`config.mk`:
```
export PLATFORM = sky130hd
export DESIGN_NAME = htcfg_trap_regs
export DESIGN_NICKNAME = d
export VERILOG_FILES = /design/src/include/htcfg_pkg.sv /design/src/core/htcfg_trap_eval.sv /design/src/core/htcfg_trap_regs.sv
export SDC_FILE = /design/constraint.sdc
export NUM_CORES = 1
export LEC_CHECK = 0
export ABC_AREA = 1
export BUFFER_PORTS_ARGS = -buffer_cell sky130_fd_sc_hd__buf_2
export CAP_MARGIN = 20
export CORE_ASPECT_RATIO = 1.2
export CORE_MARGIN = 1
export CORE_UTILIZATION = 48
export DETAILED_ROUTE_END_ITERATION = 8
export PLACE_DENSITY = 0.85
export REMOVE_ABC_BUFFERS = 1
export SLEW_MARGIN = 40
export SYNTH_ARGS = -nofsm -noshare
export SYNTH_HDL_FRONTEND = slang
export SYNTH_SLANG_ARGS = --single-unit
```
`constraint.sdc`:
```
create_clock -name sys_clk -period 2.2 [get_ports sys_clk]
set_input_delay 0.33 -clock sys_clk [delete_from_list [all_inputs] [get_ports sys_clk]]
set_output_delay 0.33 -clock sys_clk [all_outputs]
set_load 0.01 [all_outputs]
```
`src/include/htcfg_pkg.sv`:
```
// htcfg_pkg: constants for the hypervisor trap configuration registers.
// assumes a single core clock domain and a system-coprocessor move port.
`default_nettype none
package htcfg_pkg;
   // ======================================================================
   // move encoding of the two registers
   localparam logic [2:0] OPC1_HYP = 3'h4;
   localparam logic [3:0] CRN_HYP = 4'h1;
   localparam logic [3:0] CRM_HYP = 4'h1;
   localparam logic [2:0] OPC2_DBG = 3'h1;
   localparam logic [2:0] OPC2_CPT = 3'h2;
   // ======================================================================
   // debug configuration register fields
   localparam int DBG_ROM_BIT = 11;
   localparam int DBG_OS_BIT = 10;
   localparam int DBG_ACC_BIT = 9;
   localparam int DBG_EXC_BIT = 8;
   localparam int HPME_BIT = 7;
   localparam int PM_BIT = 6;
   localparam int PMCR_BIT = 5;
   localparam int LIMIT_MSB = 4;
   localparam int LIMIT_W = 5;
   localparam logic [31:0] DBG_WR_MASK = 32'h0000_0FFF;
   localparam logic HPME_RST = 1'h0;
   localparam int DEF_COUNTERS = 6;
   // ======================================================================
   // coprocessor trap register fields
   localparam int CPAC_BIT = 31;
   localparam int SIMD_BIT = 15;
   localparam int CP11_BIT = 11;
   localparam int CP10_BIT = 10;
   localparam logic [31:0] CPT_WR_MASK = 32'h8000_8C00;
   localparam logic [31:0] CPT_ONES = 32'h0000_33FF;
   localparam logic [31:0] CPT_RST = 32'h0000_0000;
endpackage : htcfg_pkg
`default_nettype wire

```
`src/core/htcfg_trap_eval.sv`:
```
// htcfg_trap_eval: combinational trap decision for one classified access.
// assumes the caller registers the results and supplies effective values.
`timescale 1ns/100ps
`default_nettype none
module htcfg_trap_eval
   import htcfg_pkg::*;
(
   input wire logic [31:0] dbgCfg,
   input wire logic [31:0] cptEff,
   input wire logic hypMode,
   input wire logic nonSecureState,
   input wire logic qDebugRom,
   input wire logic qOsDebug,
   input wire logic qDebugOther,
   input wire logic qDebugExc,
   input wire logic qPerfmon,
   input wire logic qPerfControl,
   input wire logic qAccessControl,
   input wire logic qSimd,
   input wire logic qCp10,
   input wire logic qCp11,
   input wire logic qCounter,
   input wire logic [LIMIT_W-1:0] qCounterIdx,
   output logic trapToHyp,
   output logic undefInHyp,
   output logic counterDenied
);
   // ======================================================================
   // guest context: non-secure PL1 or PL0
   wire logic guest;
   wire logic simdBlocked;
   wire logic cp10Blocked;
   wire logic cp11Blocked;
   wire logic debugTrap;
   wire logic perfTrap;
   wire logic cpTrap;
   assign guest = nonSecureState & ~hypMode;
   // both fp coprocessor bits set block all simd use
   assign simdBlocked = qSimd & (cptEff[SIMD_BIT]
      | (cptEff[CP10_BIT] & cptEff[CP11_BIT]));
   assign cp10Blocked = qCp10 & cptEff[CP10_BIT];
   assign cp11Blocked = qCp11 & cptEff[CP11_BIT];
   // debug register classes are disjoint, each has its own bit
   assign debugTrap = (qDebugRom & dbgCfg[DBG_ROM_BIT])
      | (qOsDebug & dbgCfg[DBG_OS_BIT])
      | (qDebugOther & dbgCfg[DBG_ACC_BIT]);
   assign perfTrap = (qPerfmon & dbgCfg[PM_BIT])
      | (qPerfControl & dbgCfg[PMCR_BIT]);
   // guest access-control accesses trap; hyp never consults that register
   assign cpTrap = (qAccessControl & cptEff[CPAC_BIT])
      | simdBlocked | cp10Blocked | cp11Blocked;
   // ======================================================================
   // final decisions
   assign trapToHyp = (guest & (debugTrap | perfTrap | cpTrap))
      | (qDebugExc & nonSecureState & dbgCfg[DBG_EXC_BIT]);
   assign undefInHyp = hypMode
      & (simdBlocked | cp10Blocked | cp11Blocked);
   // counters at or above the guest limit belong to PL2 only
   assign counterDenied = guest & qCounter
      & (qCounterIdx >= dbgCfg[LIMIT_MSB:0]);
endmodule : htcfg_trap_eval
`default_nettype wire

```
`src/core/htcfg_trap_regs.sv`:
```
// htcfg_trap_regs: hypervisor debug configuration and coprocessor trap
// registers with their trap decisions and hyp counter enables.
// assumes inputs synchronous to sys_clk and one move request per pulse.
`timescale 1ns/100ps
`default_nettype none
module htcfg_trap_regs
   import htcfg_pkg::*;
#(
   parameter int NUM_COUNTERS = DEF_COUNTERS,
   parameter bit HAS_FP = 1'b1,
   parameter bit HAS_SIMD = 1'b1
)
(
   input wire logic sys_clk,
   input wire logic srst,
   input wire logic cpReq,
   input wire logic cpWrite,
   input wire logic [2:0] cpOpc1,
   input wire logic [3:0] cpCrn,
   input wire logic [3:0] cpCrm,
   input wire logic [2:0] cpOpc2,
   input wire logic [31:0] cpWrData,
   input wire logic hypMode,
   input wire logic monitorMode,
   input wire logic securityStateSelector,
   input wire logic nonSecureState,
   input wire logic nsCp10Allow,
   input wire logic nsCp11Allow,
   input wire logic nonsecureSimdDisable,
   input wire logic qValid,
   input wire logic qDebugRom,
   input wire logic qOsDebug,
   input wire logic qDebugOther,
   input wire logic qDebugExc,
   input wire logic qPerfmon,
   input wire logic qPerfControl,
   input wire logic qAccessControl,
   input wire logic qSimd,
   input wire logic qCp10,
   input wire logic qCp11,
   input wire logic qCounter,
   input wire logic [LIMIT_W-1:0] qCounterIdx,
   output logic cpAck_r,
   output logic cpUndef_r,
   output logic [31:0] cpRdData_r,
   output logic qDone_r,
   output logic trapToHyp_r,
   output logic undefInHyp_r,
   output logic counterDenied_r,
   output logic [NUM_COUNTERS-1:0] counterEnable_r
);
   // ======================================================================
   // elaboration check
   generate
      if (NUM_COUNTERS < 1 || NUM_COUNTERS > 31)
      begin : g_badCount
         $error("counter count must lie between 1 and 31");
      end
   endgenerate

   localparam logic [LIMIT_W-1:0] LIMIT_RST = LIMIT_W'(NUM_COUNTERS);
   localparam logic NO_FP_UNIT = ~HAS_FP & ~HAS_SIMD;

   // ======================================================================
   // move decode and privilege
   wire logic encHit;
   wire logic hitDbg;
   wire logic hitCpt;
   wire logic privOk;
   wire logic takeDbg;
   wire logic takeCpt;
   wire logic refuse;
   // only encoding opcode1 4, c1, c1 with opcode2 1 or 2 belongs here
   assign encHit = cpReq & (cpOpc1 == OPC1_HYP) & (cpCrn == CRN_HYP)
      & (cpCrm == CRM_HYP);
   assign hitDbg = encHit & (cpOpc2 == OPC2_DBG);
   assign hitCpt = encHit & (cpOpc2 == OPC2_CPT);
   // hyp mode, or monitor with the non-secure selector set
   assign privOk = hypMode | (monitorMode & securityStateSelector);
   assign takeDbg = hitDbg & privOk;
   assign takeCpt = hitCpt & privOk;
   assign refuse = (hitDbg | hitCpt) & ~privOk;

   // ======================================================================
   // debug configuration register
   logic [31:0] dbgCfg_r;
   wire logic [31:0] dbgCfg_nxt;
   // upper field stays zero, every write is masked to the live bits
   assign dbgCfg_nxt = (takeDbg & cpWrite) ? (cpWrData & DBG_WR_MASK)
      : dbgCfg_r;

   // hyp counter enable has no meaningful reset, give it a defined one
   always_ff @(posedge sys_clk)
   begin
      if (srst)
      begin
         dbgCfg_r <= '0;
         dbgCfg_r[HPME_BIT] <= HPME_RST;
         dbgCfg_r[LIMIT_MSB:0] <= LIMIT_RST;
      end
      else
      begin
         dbgCfg_r <= dbgCfg_nxt;
      end
   end

   // ======================================================================
   // coprocessor trap register
   logic [31:0] cptStore_r;
   wire logic [31:0] forceOnes;
   wire logic [31:0] cptWen;
   wire logic [31:0] cptEff;
   wire logic [31:0] cptStore_nxt;
   // bits pinned at one by missing units or by nonsecure access control
   assign forceOnes[SIMD_BIT] = ~HAS_SIMD | NO_FP_UNIT
      | nonsecureSimdDisable;
   assign forceOnes[CP11_BIT] = NO_FP_UNIT | ~nsCp11Allow;
   assign forceOnes[CP10_BIT] = NO_FP_UNIT | ~nsCp10Allow;
   assign forceOnes[31:16] = '0;
   assign forceOnes[14:12] = '0;
   assign forceOnes[9:0] = '0;
   // pinned and reserved bits ignore writes
   assign cptWen = (takeCpt & cpWrite) ? (CPT_WR_MASK & ~forceOnes)
      : '0;
   assign cptStore_nxt = (cptStore_r & ~cptWen) | (cpWrData & cptWen);
   // access control takes precedence over the stored trap bits
   assign cptEff = cptStore_r | forceOnes | CPT_ONES;

   always_ff @(posedge sys_clk)
   begin
      if (srst)
         cptStore_r <= CPT_RST;
      else
         cptStore_r <= cptStore_nxt;
   end

   // ======================================================================
   // move response: one cycle after the request
   wire logic [31:0] rdSel;
   assign rdSel = hitDbg ? dbgCfg_r : cptEff;

   always_ff @(posedge sys_clk)
   begin
      if (srst)
      begin
         cpAck_r <= 1'b0;
         cpUndef_r <= 1'b0;
         cpRdData_r <= '0;
      end
      else
      begin
         cpAck_r <= takeDbg | takeCpt;
         cpUndef_r <= refuse;
         cpRdData_r <= ((takeDbg | takeCpt) & ~cpWrite) ? rdSel : '0;
      end
   end

   // ======================================================================
   // trap decision for classified accesses
   wire logic trapNow;
   wire logic undefNow;
   wire logic deniedNow;

   htcfg_trap_eval u_eval (
      .dbgCfg(dbgCfg_r),
      .cptEff(cptEff),
      .hypMode(hypMode),
      .nonSecureState(nonSecureState),
      .qDebugRom(qDebugRom),
      .qOsDebug(qOsDebug),
      .qDebugOther(qDebugOther),
      .qDebugExc(qDebugExc),
      .qPerfmon(qPerfmon),
      .qPerfControl(qPerfControl),
      .qAccessControl(qAccessControl),
      .qSimd(qSimd),
      .qCp10(qCp10),
      .qCp11(qCp11),
      .qCounter(qCounter),
      .qCounterIdx(qCounterIdx),
      .trapToHyp(trapNow),
      .undefInHyp(undefNow),
      .counterDenied(deniedNow)
   );

   // results stand for one cycle, gated by the query strobe
   always_ff @(posedge sys_clk)
   begin
      if (srst)
      begin
         qDone_r <= 1'b0;
         trapToHyp_r <= 1'b0;
         undefInHyp_r <= 1'b0;
         counterDenied_r <= 1'b0;
      end
      else
      begin
         qDone_r <= qValid;
         trapToHyp_r <= qValid & trapNow;
         undefInHyp_r <= qValid & undefNow;
         counterDenied_r <= qValid & deniedNow;
      end
   end

   // ======================================================================
   // per counter enable: guest range open, hyp range follows enable bit
   genvar ci;
   generate
      for (ci = 0; ci < NUM_COUNTERS; ci++)
      begin : g_cnt
         wire logic hypRange;
         assign hypRange = LIMIT_W'(ci) >= dbgCfg_r[LIMIT_MSB:0];
         always_ff @(posedge sys_clk)
         begin
            if (srst)
               counterEnable_r[ci] <= 1'b1;
            else
               counterEnable_r[ci] <= ~hypRange | dbgCfg_r[HPME_BIT];
         end
      end
   endgenerate
endmodule : htcfg_trap_regs
`default_nettype wire

```
# Word level (Yosys, flattened, before mapping)

Index checks and enable logic that the tools add are counted.

Magnitude comparators: 7
Eq/ne operators: 5
Multiplexer cells: 2
Bitwise operators: 71
Reduce and logical (&&, ||, !) cells: 2

Operators with widths:

| cell                 | number |
|---|---|
| $and A32 B32 Y32     | 2 |
| $and A1 B1 Y1        | 32 |
| $mux W32             | 1 |
| $not A16 Y32         | 1 |
| $not A32 Y32         | 1 |
| $or A32 B16 Y32      | 1 |
| $or A32 B32 Y32      | 1 |
| $or A1 B1 Y1         | 21 |
| $mux W14             | 1 |
| $not A1 Y1           | 12 |
| $ge A1 B5 Y1 const A | 2 |
| $ge A2 B5 Y1 const A | 2 |
| $ge A3 B5 Y1 const A | 2 |
| $eq A4 B1 Y1 const B | 2 |
| $ge A5 B5 Y1         | 1 |
| $eq A3 B1 Y1 const B | 1 |
| $eq A3 B2 Y1 const B | 1 |
| $eq A3 B3 Y1 const B | 1 |
| $reduce_or A3 Y1     | 1 |
| $reduce_or A2 Y1     | 1 |

Register bits after elaboration: 88
Bits of input ports: 74
Output and inout port bits: 44
Word-level logic and storage cells: 103

# Depth between registers and ports, before layout

Gate-level depths: netlist (run 1).

Word-level depth: 12
Depth in mapped cells: 9

# Cells and area by module

A second synthesis (run 1) with hierarchy kept.

Cell total of the unflattened synthesis: 299
Area, all modules: 2127.0 µm²

By module, submodules not included:

| module          | times used | cells an instance | area each (µm²) | sequential area each (µm²) |
|---|---|---|---|---|
| htcfg_trap_regs | 1          | 248               | 1878.1          | 860.8 |
| htcfg_trap_eval | 1          | 51                | 249.0           | 0.0 |

# Worst setup path before layout (run 1)

Ideal clock, no wire load.

Path kind: input -> register
From: input port cpOpc1[1]
To: register dbgCfg_r[1]
Setup time: 0.134 ns
Data arrival time: 1.083 ns
Required time: 2.066 ns
Path slack: 0.983 ns
Stages: 7
Buffers on the path: 1
Cell sequence: nor2_2 -> nand2_2 -> nor2_8 -> nand4_4 -> buf_2 -> nand2_1 -> nand3_1

Longest elaborated chain between the ends: 7

RTL lines:

| item                       | line                   | RTL |
|---|---|---|
| from (decl)                | htcfg_trap_regs.sv:18  | `input wire logic [2:0] cpOpc1,` |
| $eq A3 B3 Y1               | htcfg_trap_regs.sv:74  | `assign encHit = cpReq & (cpOpc1 == OPC1_HYP) & (cpCrn == CRN_HYP)` |
| $and A1 B1 Y1 (2 in a row) | htcfg_trap_regs.sv:74  |  |
| $and A1 B1 Y1              | htcfg_trap_regs.sv:75  | `& (cpCrm == CRM_HYP);` |
| $and A1 B1 Y1              | htcfg_trap_regs.sv:76  | `assign hitDbg = encHit & (cpOpc2 == OPC2_DBG);` |
| $and A1 B1 Y1              | htcfg_trap_regs.sv:80  | `assign takeDbg = hitDbg & privOk;` |
| $and A1 B1 Y1              | htcfg_trap_regs.sv:89  | `assign dbgCfg_nxt = (takeDbg & cpWrite) ? (cpWrData & DBG_WR_MASK)` |
| to (signal assigned)       | htcfg_trap_regs.sv:103 | `dbgCfg_r <= dbgCfg_nxt;` |
| to (decl)                  | htcfg_trap_regs.sv:86  | `logic [31:0] dbgCfg_r;` |

No other way between the ends.
A chain may end at the register's enable or synchronous reset.

# Worst setup path after layout (run 1)

From: register dbgCfg_r[2]
To: register counterDenied_r

Longest elaborated chain between the ends: 3

RTL lines:

| item                 | line                   | RTL |
|---|---|---|
| $ge A5 B5 Y1         | htcfg_trap_eval.sv:60  | `& (qCounterIdx >= dbgCfg[LIMIT_MSB:0]);` |
| $and A1 B1 Y1        | htcfg_trap_eval.sv:60  |  |
| $and A1 B1 Y1        | htcfg_trap_regs.sv:201 | `counterDenied_r <= qValid & deniedNow;` |
| to (signal assigned) | htcfg_trap_regs.sv:201 |  |
| to (decl)            | htcfg_trap_regs.sv:49  | `output logic counterDenied_r,` |

No other way between the ends.

==> impl_metrics.py, run 1 <==
metrics = {
    "timing": {
        "timing.final.crit_share": 0.6011,
        "fin_setup_tns_ns": 0,
        "final_max_slew_viol_count": 0,
        "fmax_mhz": 756.2,
        "setup_violations": 0,
        "timing.final.crit_period_ns": 1.322,
        "holdWs_ns": 0.2324,
        "rsz0062_at_grt": "false",
        "final_hold_viol_count": 0,
        "final.setup_skew_ns": 0.002662,
    },
    "global_routing": {
        "grt_max_degree": 22,
        "grt_pass1_vias": 1727,
        "antenna_found_initial": 0,
        "grtUsageTotal": 0.2060,
        "grt_pass1_wl_um": 7500,
        "grt-ovfl-total": 0,
    },
    "worst_setup_path": {
        "reg2reg_to": "counterDenied_r",
        "crit_type": "reg -> reg",
        "critPathArrivalTime_ns": 1.52,
        "slowest_delay_ns": 0.40,
        "r2r_cells": 6,
        "required_ns": 2.39,
        "cp_cell_sequence": "inv_1 -> ha_1 -> a21oi_1 -> o221ai_1 -> nor2_1 -> nor2_1",
        "r2r-start": "dbgCfg_r[2]",
        "end_kind": "flip-flop",
        "crit_path_frequent_cell": "nor2_1",
        "cp_slowest_cell": "dfxtp_1",
        "cpLargestDelayFamily": "flip-flops",
        "r2r_slack_ns": 0.88,
        "worst-path-max-fanout": 4,
        "crit_buf_inv": 1,
        "cp-start-kind": "flip-flop",
    },
    "clock_network": {
        "cts.sinks": 43,
        "clk_latency_ns": 0.30,
        "cts_setup_buffers": 0,
        "clock_path_buffers": 2,
        "ctsResizeCount": 0,
        "hold_buffers": 0,
        "cts_tree": "yes",
        "cts_buffers": 5,
        "h-tree-depth": 2,
        "cts_root_buf": "clkbuf_8",
        "cts.reportedPaths.clkPinSlew_ns": 0.08,
    },
    "logic_synthesis": {
        "ys_ff_latch": 43,
        "yosysWarningCount": 0,
        "syn_area_um2": 2153,
        "synth_edf_count": 0,
        "synthCells": 283,
        "async_reset_ff_frac": 0,
        "synth_cell_types": 34,
        "seq_area_frac_synth": 0.3998,
        "syn_avg_cell_area_um2": 7.609,
        "synth-main-ff-cell": "dfxtp_1",
    },
    "floorplan": {
        "core-area_um2": 4294,
        "dieArea_um2": 4759,
        "die_h_um": 75.37,
        "die_w_um": 63.14,
        "rows": 26,
        "ios": 118,
        "start_util": 0.5015,
    },
    "min_path": {
        "hp-start": "cpWrData[1]",
        "holdPathStages": 3,
        "worstHoldEndpoint": "dbgCfg_r[1]",
        "hp-class": "in -> reg",
    },
    "power_and_ir_drop": {
        "p_leak_nw": 1.494,
        "ir_drop_mv": 0.2861,
        "powerDensity_nw_per_um2": 550.3,
        "power_frac_seq": 0.541,
        "power_frac_comb": 0.105,
        "clkPwrFrac": 0.355,
        "switching_share": 0.2611,
        "p_switching_w": 0.0003769,
        "internal_power_w": 0.001066,
    },
    "place": {
        "portBuffers": 83,
        "dp_cells": 415,
        "placed_area_um2": 2530,
        "gp_congestion": 0.8336,
        "dp.final_hpwl_um": 3578,
    },
    "drt": {
        "vias": 1946,
        "firstDrtPassIters": 4,
        "avgViaCountPerCell": 4.600,
        "drcViolationCount": 0,
        "drtAntennaViolNets": 0,
        "drt_wl_total_um": 4534,
        "avgRoutedWirePerCell_um": 10.72,
        "drt_first_iter_violations": 77,
    },
    "final_layout": {
        "layout.cells.non_filler": 423,
        "final_util": 0.6107,
        "layout-drive-gt1-share": 0.3297,
        "nNetsFinal": 445,
        "syn2layout_area_growth_pct": 21.79,
        "antenna_cells": 0,
        "final_common_cell": "buf_2",
        "final_area_um2": 2623,
        "layout_common_cells": "buf_2 (83), nand2_1 (68), dfxtp_1 (43)",
    },
    "outcome": {
        "status": "finished, final reports clean",
    },
    "flow_run": {
        "cap_violations": 0,
    },
}
==> cell type report <==
class                           instances  area [um^2]
Inverter                               43        161.4
Fill cell                             408         1672
Multi-Input combinational cell        188         1007
Timing Repair Buffer                   85        430.4
Sequential cell                        43        860.8
Clock buffer                            5        68.82
Clock inverter                          3        23.77
Tap cell                               56        70.07
==> Yosys cell counts, types with 3 or more instances <==
library cell / count / area share
ha_1: 5 / 0.029
buf_6: 3 / 0.016
inv_1: 34 / 0.059
a21oi_1: 4 / 0.0093
nor2_1: 41 / 0.071
inv_2: 8 / 0.014
dfxtp_1: 43 / 0.40
nand3_1: 6 / 0.014
buf_4: 17 / 0.059
nand2_2: 4 / 0.012
nand4_1: 19 / 0.055
buf_2: 3 / 0.0070
nand2_1: 68 / 0.12
==> worst reg2reg max path: stages, from the launching register on <==
cell      delay, ns
dfxtp_1        0.40
inv_1          0.08
ha_1           0.32
a21oi_1        0.14
o221ai_1       0.12
nor2_1         0.11
nor2_1         0.06
==> stage by stage <==
stage,power (W),setup slack [ns]
2_1_floorplan,0.0008750,0.7634
3_3_place_gp,0.0009454,0.6888
3_5_place_dp,0.0009493,0.6455
4_1_cts,0.001454,0.8910
5_1_grt,0.001515,0.8192
6_report,0.001443,0.8776
==> power by group through the flow <==
stage | Combinational [W] | Sequential, W | Clock [W]
global placement | 0.000147 | 0.000799 | 0
global route | 0.000169 | 0.000781 | 0.000565
CTS | 0.000151 | 0.000780 | 0.000523
detailed placement | 0.000151 | 0.000799 | 0
floorplan | 0.0000751 | 0.000800 | 0
finish | 0.000151 | 0.000780 | 0.000512
==> flip-flops by register name (all words and copies together), names as in the netlist, named ones only <==
| name | flops |
|---|---|
| counterEnable_r | 6 |
| cpRdData_r | 15 |
| cpAck_r | 1 |
| trapToHyp_r | 1 |
| counterDenied_r | 1 |
| cpUndef_r | 1 |
| qDone_r | 1 |
| dbgCfg_r | 12 |
| undefInHyp_r | 1 |
==> worst max path at each step <==
stage / to / depth (start not counted) / start / slack [ns]
2_1_floorplan: cpRdData_r[15] / 6 / monitorMode / 0.76
3_5_place_dp: cpRdData_r[11] / 8 / cpOpc1[1] / 0.65
6_report: counterDenied_r / 6 / dbgCfg_r[2] / 0.88
3_3_place_gp: cpRdData_r[10] / 8 / cpOpc1[1] / 0.69
5_1_grt: counterDenied_r / 6 / dbgCfg_r[2] / 0.82
4_1_cts: counterDenied_r / 6 / dbgCfg_r[2] / 0.89
==> kinds of logic (layout without fill, tap and decap cells) <==
logic type / count (synthesis) / in the layout / share of synthesized area
buffers and inverters: 67 / 136 / 0.1586
and+or+nand+nor: 155 / 155 / 0.3713
adders and majority gates: 5 / 5 / 0.02905
DFF: 43 / 43 / 0.3998
other: 1 / 16 / 0.001742
AOI/OAI and AO/OA: 12 / 12 / 0.03952
==> per-layer routing <==
layer	wire length, um	GRT usage	share of wire	up-vias
li1	-	-	-	1017
met1	1764	0.2447	0.39	843
met2	2382	0.3644	0.53	80
met3	323	0.05389	0.071	6
met4	63	0.06977	0.014	0
met5	0	0	0	-
Note: power is estimated with default switching activity, not from simulation.
==> inputs of run 2 (changes only) <==
--- a/config.mk
+++ b/config.mk
@@ -10,9 +10,9 @@
 export CAP_MARGIN = 20
 export CORE_ASPECT_RATIO = 1.2
 export CORE_MARGIN = 1
-export CORE_UTILIZATION = 48
+export CORE_UTILIZATION = 44
 export DETAILED_ROUTE_END_ITERATION = 8
-export PLACE_DENSITY = 0.85
+export PLACE_DENSITY = 0.79
 export REMOVE_ABC_BUFFERS = 1
 export SLEW_MARGIN = 40
 export SYNTH_ARGS = -nofsm -noshare
==> constraint.sdc (replaced) <==
create_clock -name sys_clk -period 1.3 [get_ports sys_clk]
set_input_delay 0.195 -clock sys_clk [delete_from_list [all_inputs] [get_ports sys_clk]]
set_output_delay 0.195 -clock sys_clk [all_outputs]
set_load 0.01 [all_outputs]
==> run 2 against run 1 <==
- setup slack got worse by 0.80 ns
- worst hold slack got worse by 0.13 ns
- via count rose by 3.2%
- critical endpoint unchanged
- sequential cell count did not move
- critical path type unchanged
- largest power group unchanged
==> impl_metrics.py, run 2 (same netlist as run 1, synthesis figures left out) <==
metrics = {
    "clock_network": {
        "hold_buffers": 0,
        "cts_tree": "yes",
        "cts_setup_buffers": 0,
        "h-tree-depth": 2,
        "clk_latency_ns": 0.30,
        "cts_buffers": 5,
        "cts_root_buf": "clkbuf_8",
        "cts.sinks": 43,
        "clock_path_buffers": 2,
        "cts.reportedPaths.clkPinSlew_ns": 0.08,
    },
    "worst_setup_path": {
        "cpLargestDelayFamily": "flip-flops",
        "crit_type": "reg -> reg",
        "critPathArrivalTime_ns": 1.42,
        "worst-path-max-fanout": 4,
        "required_ns": 1.50,
        "end_kind": "flip-flop",
        "crit_buf_inv": 1,
        "r2r_slack_ns": 0.08,
        "cp_cell_sequence": "inv_2 -> ha_4 -> a21oi_1 -> o221ai_2 -> nor2_1 -> nor2_1",
        "cp-start-kind": "flip-flop",
        "slowest_delay_ns": 0.36,
        "crit_path_frequent_cell": "nor2_1",
        "cp_slowest_cell": "dfxtp_1",
    },
    "timing": {
        "setup_violations": 0,
        "final_hold_viol_count": 0,
        "rsz0062_at_grt": "false",
        "final_max_slew_viol_count": 0,
        "final.setup_skew_ns": 0.007961,
        "timing.final.crit_period_ns": 1.224,
        "timing.final.crit_share": 0.9412,
        "fin_setup_tns_ns": 0,
        "fmax_mhz": 817.3,
    },
    "final_layout": {
        "nNetsFinal": 453,
        "syn2layout_area_growth_pct": 27.14,
        "layout_common_cells": "buf_2 (83), nand2_1 (68), dfxtp_1 (43)",
        "final_common_cell": "buf_2",
        "regMostFlops": "cpRdData_r",
        "reg.largest.list": "cpRdData_r: 15 flops, dbgCfg_r: 12 flops, counterEnable_r: 6 flops",
        "largest_register_ffs": 15,
        "layout-drive-gt1-share": 0.3600,
        "final_area_um2": 2738,
        "fillers": 428,
        "antenna_cells": 0,
    },
    "power_and_ir_drop": {
        "powerDensity_nw_per_um2": 884.0,
        "total_power_w": 0.002420,
        "ir_drop_mv": 0.4234,
        "p_leak_nw": 1.538,
    },
    "place": {
        "gp_congestion": 0.8280,
        "dp.final_hpwl_um": 3722,
        "placed_area_um2": 2605,
        "portBuffers": 83,
    },
    "floorplan": {
        "ios": 118,
        "core-area_um2": 4662,
        "die_h_um": 78.64,
        "die_w_um": 65.86,
        "start_util": 0.4619,
        "rows": 27,
        "dieArea_um2": 5179,
    },
    "flow_run": {
        "cap_violations": 0,
    },
    "global_routing": {
        "grt_pass1_wl_um": 7748,
        "antenna_found_initial": 0,
        "grt-ovfl-total": 0,
        "grt_max_degree": 18,
        "grt_pass1_vias": 1828,
        "grtUsageTotal": 0.1973,
    },
    "drt": {
        "drcViolationCount": 0,
        "vias": 2009,
        "avgViaCountPerCell": 4.640,
        "avgRoutedWirePerCell_um": 11.19,
        "drt_first_iter_violations": 78,
        "drt_wl_total_um": 4844,
        "firstDrtPassIters": 4,
        "drtAntennaViolNets": 0,
    },
    "min_path": {
        "hp-class": "in -> reg",
    },
    "outcome": {
        "status": "finished, final reports clean",
    },
}
-- run 2: final timing paths --
path,startpoint,to,depth (start not counted)
max,dbgCfg_r[4],counterDenied_r,6
max reg2reg,dbgCfg_r[4],counterDenied_r,6
min reg2reg,flip-flop,cpRdData_r[31],2
min,cpWrData[2],dbgCfg_r[2],3
-- run 2: power by group --
part | internal, W | switching (W) | total (W)
sequential | 0.00132 | 0.000000810 | 0.00132
combinational | 0.000111 | 0.000163 | 0.000275
clock | 0.000375 | 0.000450 | 0.000825
total | 0.00181 | 0.000614 | 0.00242
-- run 2: final cells by class --
cell class,instances,area [um^2],area share
inverters,43,161.4,0.05896
multi-input cells,188,1055,0.3853
repair buffers,93,503.0,0.1837
flip-flops and latches,43,860.8,0.3144
well taps,58,72.57,0.02651
clock inverters,2,12.51,0.004570
clock buffers,6,72.57,0.02651
-- run 2: routing by layer --
metal,GRT usage,vias up,routed length [um]
met2,0.3316,80,2467
met1,0.2343,891,1963
met4,0.1000,0,96
met3,0.03634,10,316
met5,0,-,0
li1,-,1028,-
-- run 2: what timing repair did --
action | in CTS | in global routing
endpoints found under the hold margin | 0 | 0
resized for setup | 1 | 6
pin swaps | 1 | 1
endpoints found under the setup margin | 1 | 1
-- run 2: tightest hold or removal path, cell delays in order --
cell and delay, ns:
buf_2 0.08, nand2_1 0.04, nand3_1 0.05
-- run 2: stage by stage --
step                      std cells  hold slack [ns]  worst slack, ns    util
final                           433           0.1058          0.07647  0.5872
after detailed placement        425           0.4168         -0.02741  0.5588
after CTS                       433           0.1095          0.01151  0.5797
after global routing            433           0.1104         0.005190  0.5872
after floorplan                 274           0.3082        -0.001618       -
after global placement          425           0.4090        -0.005703  0.5588
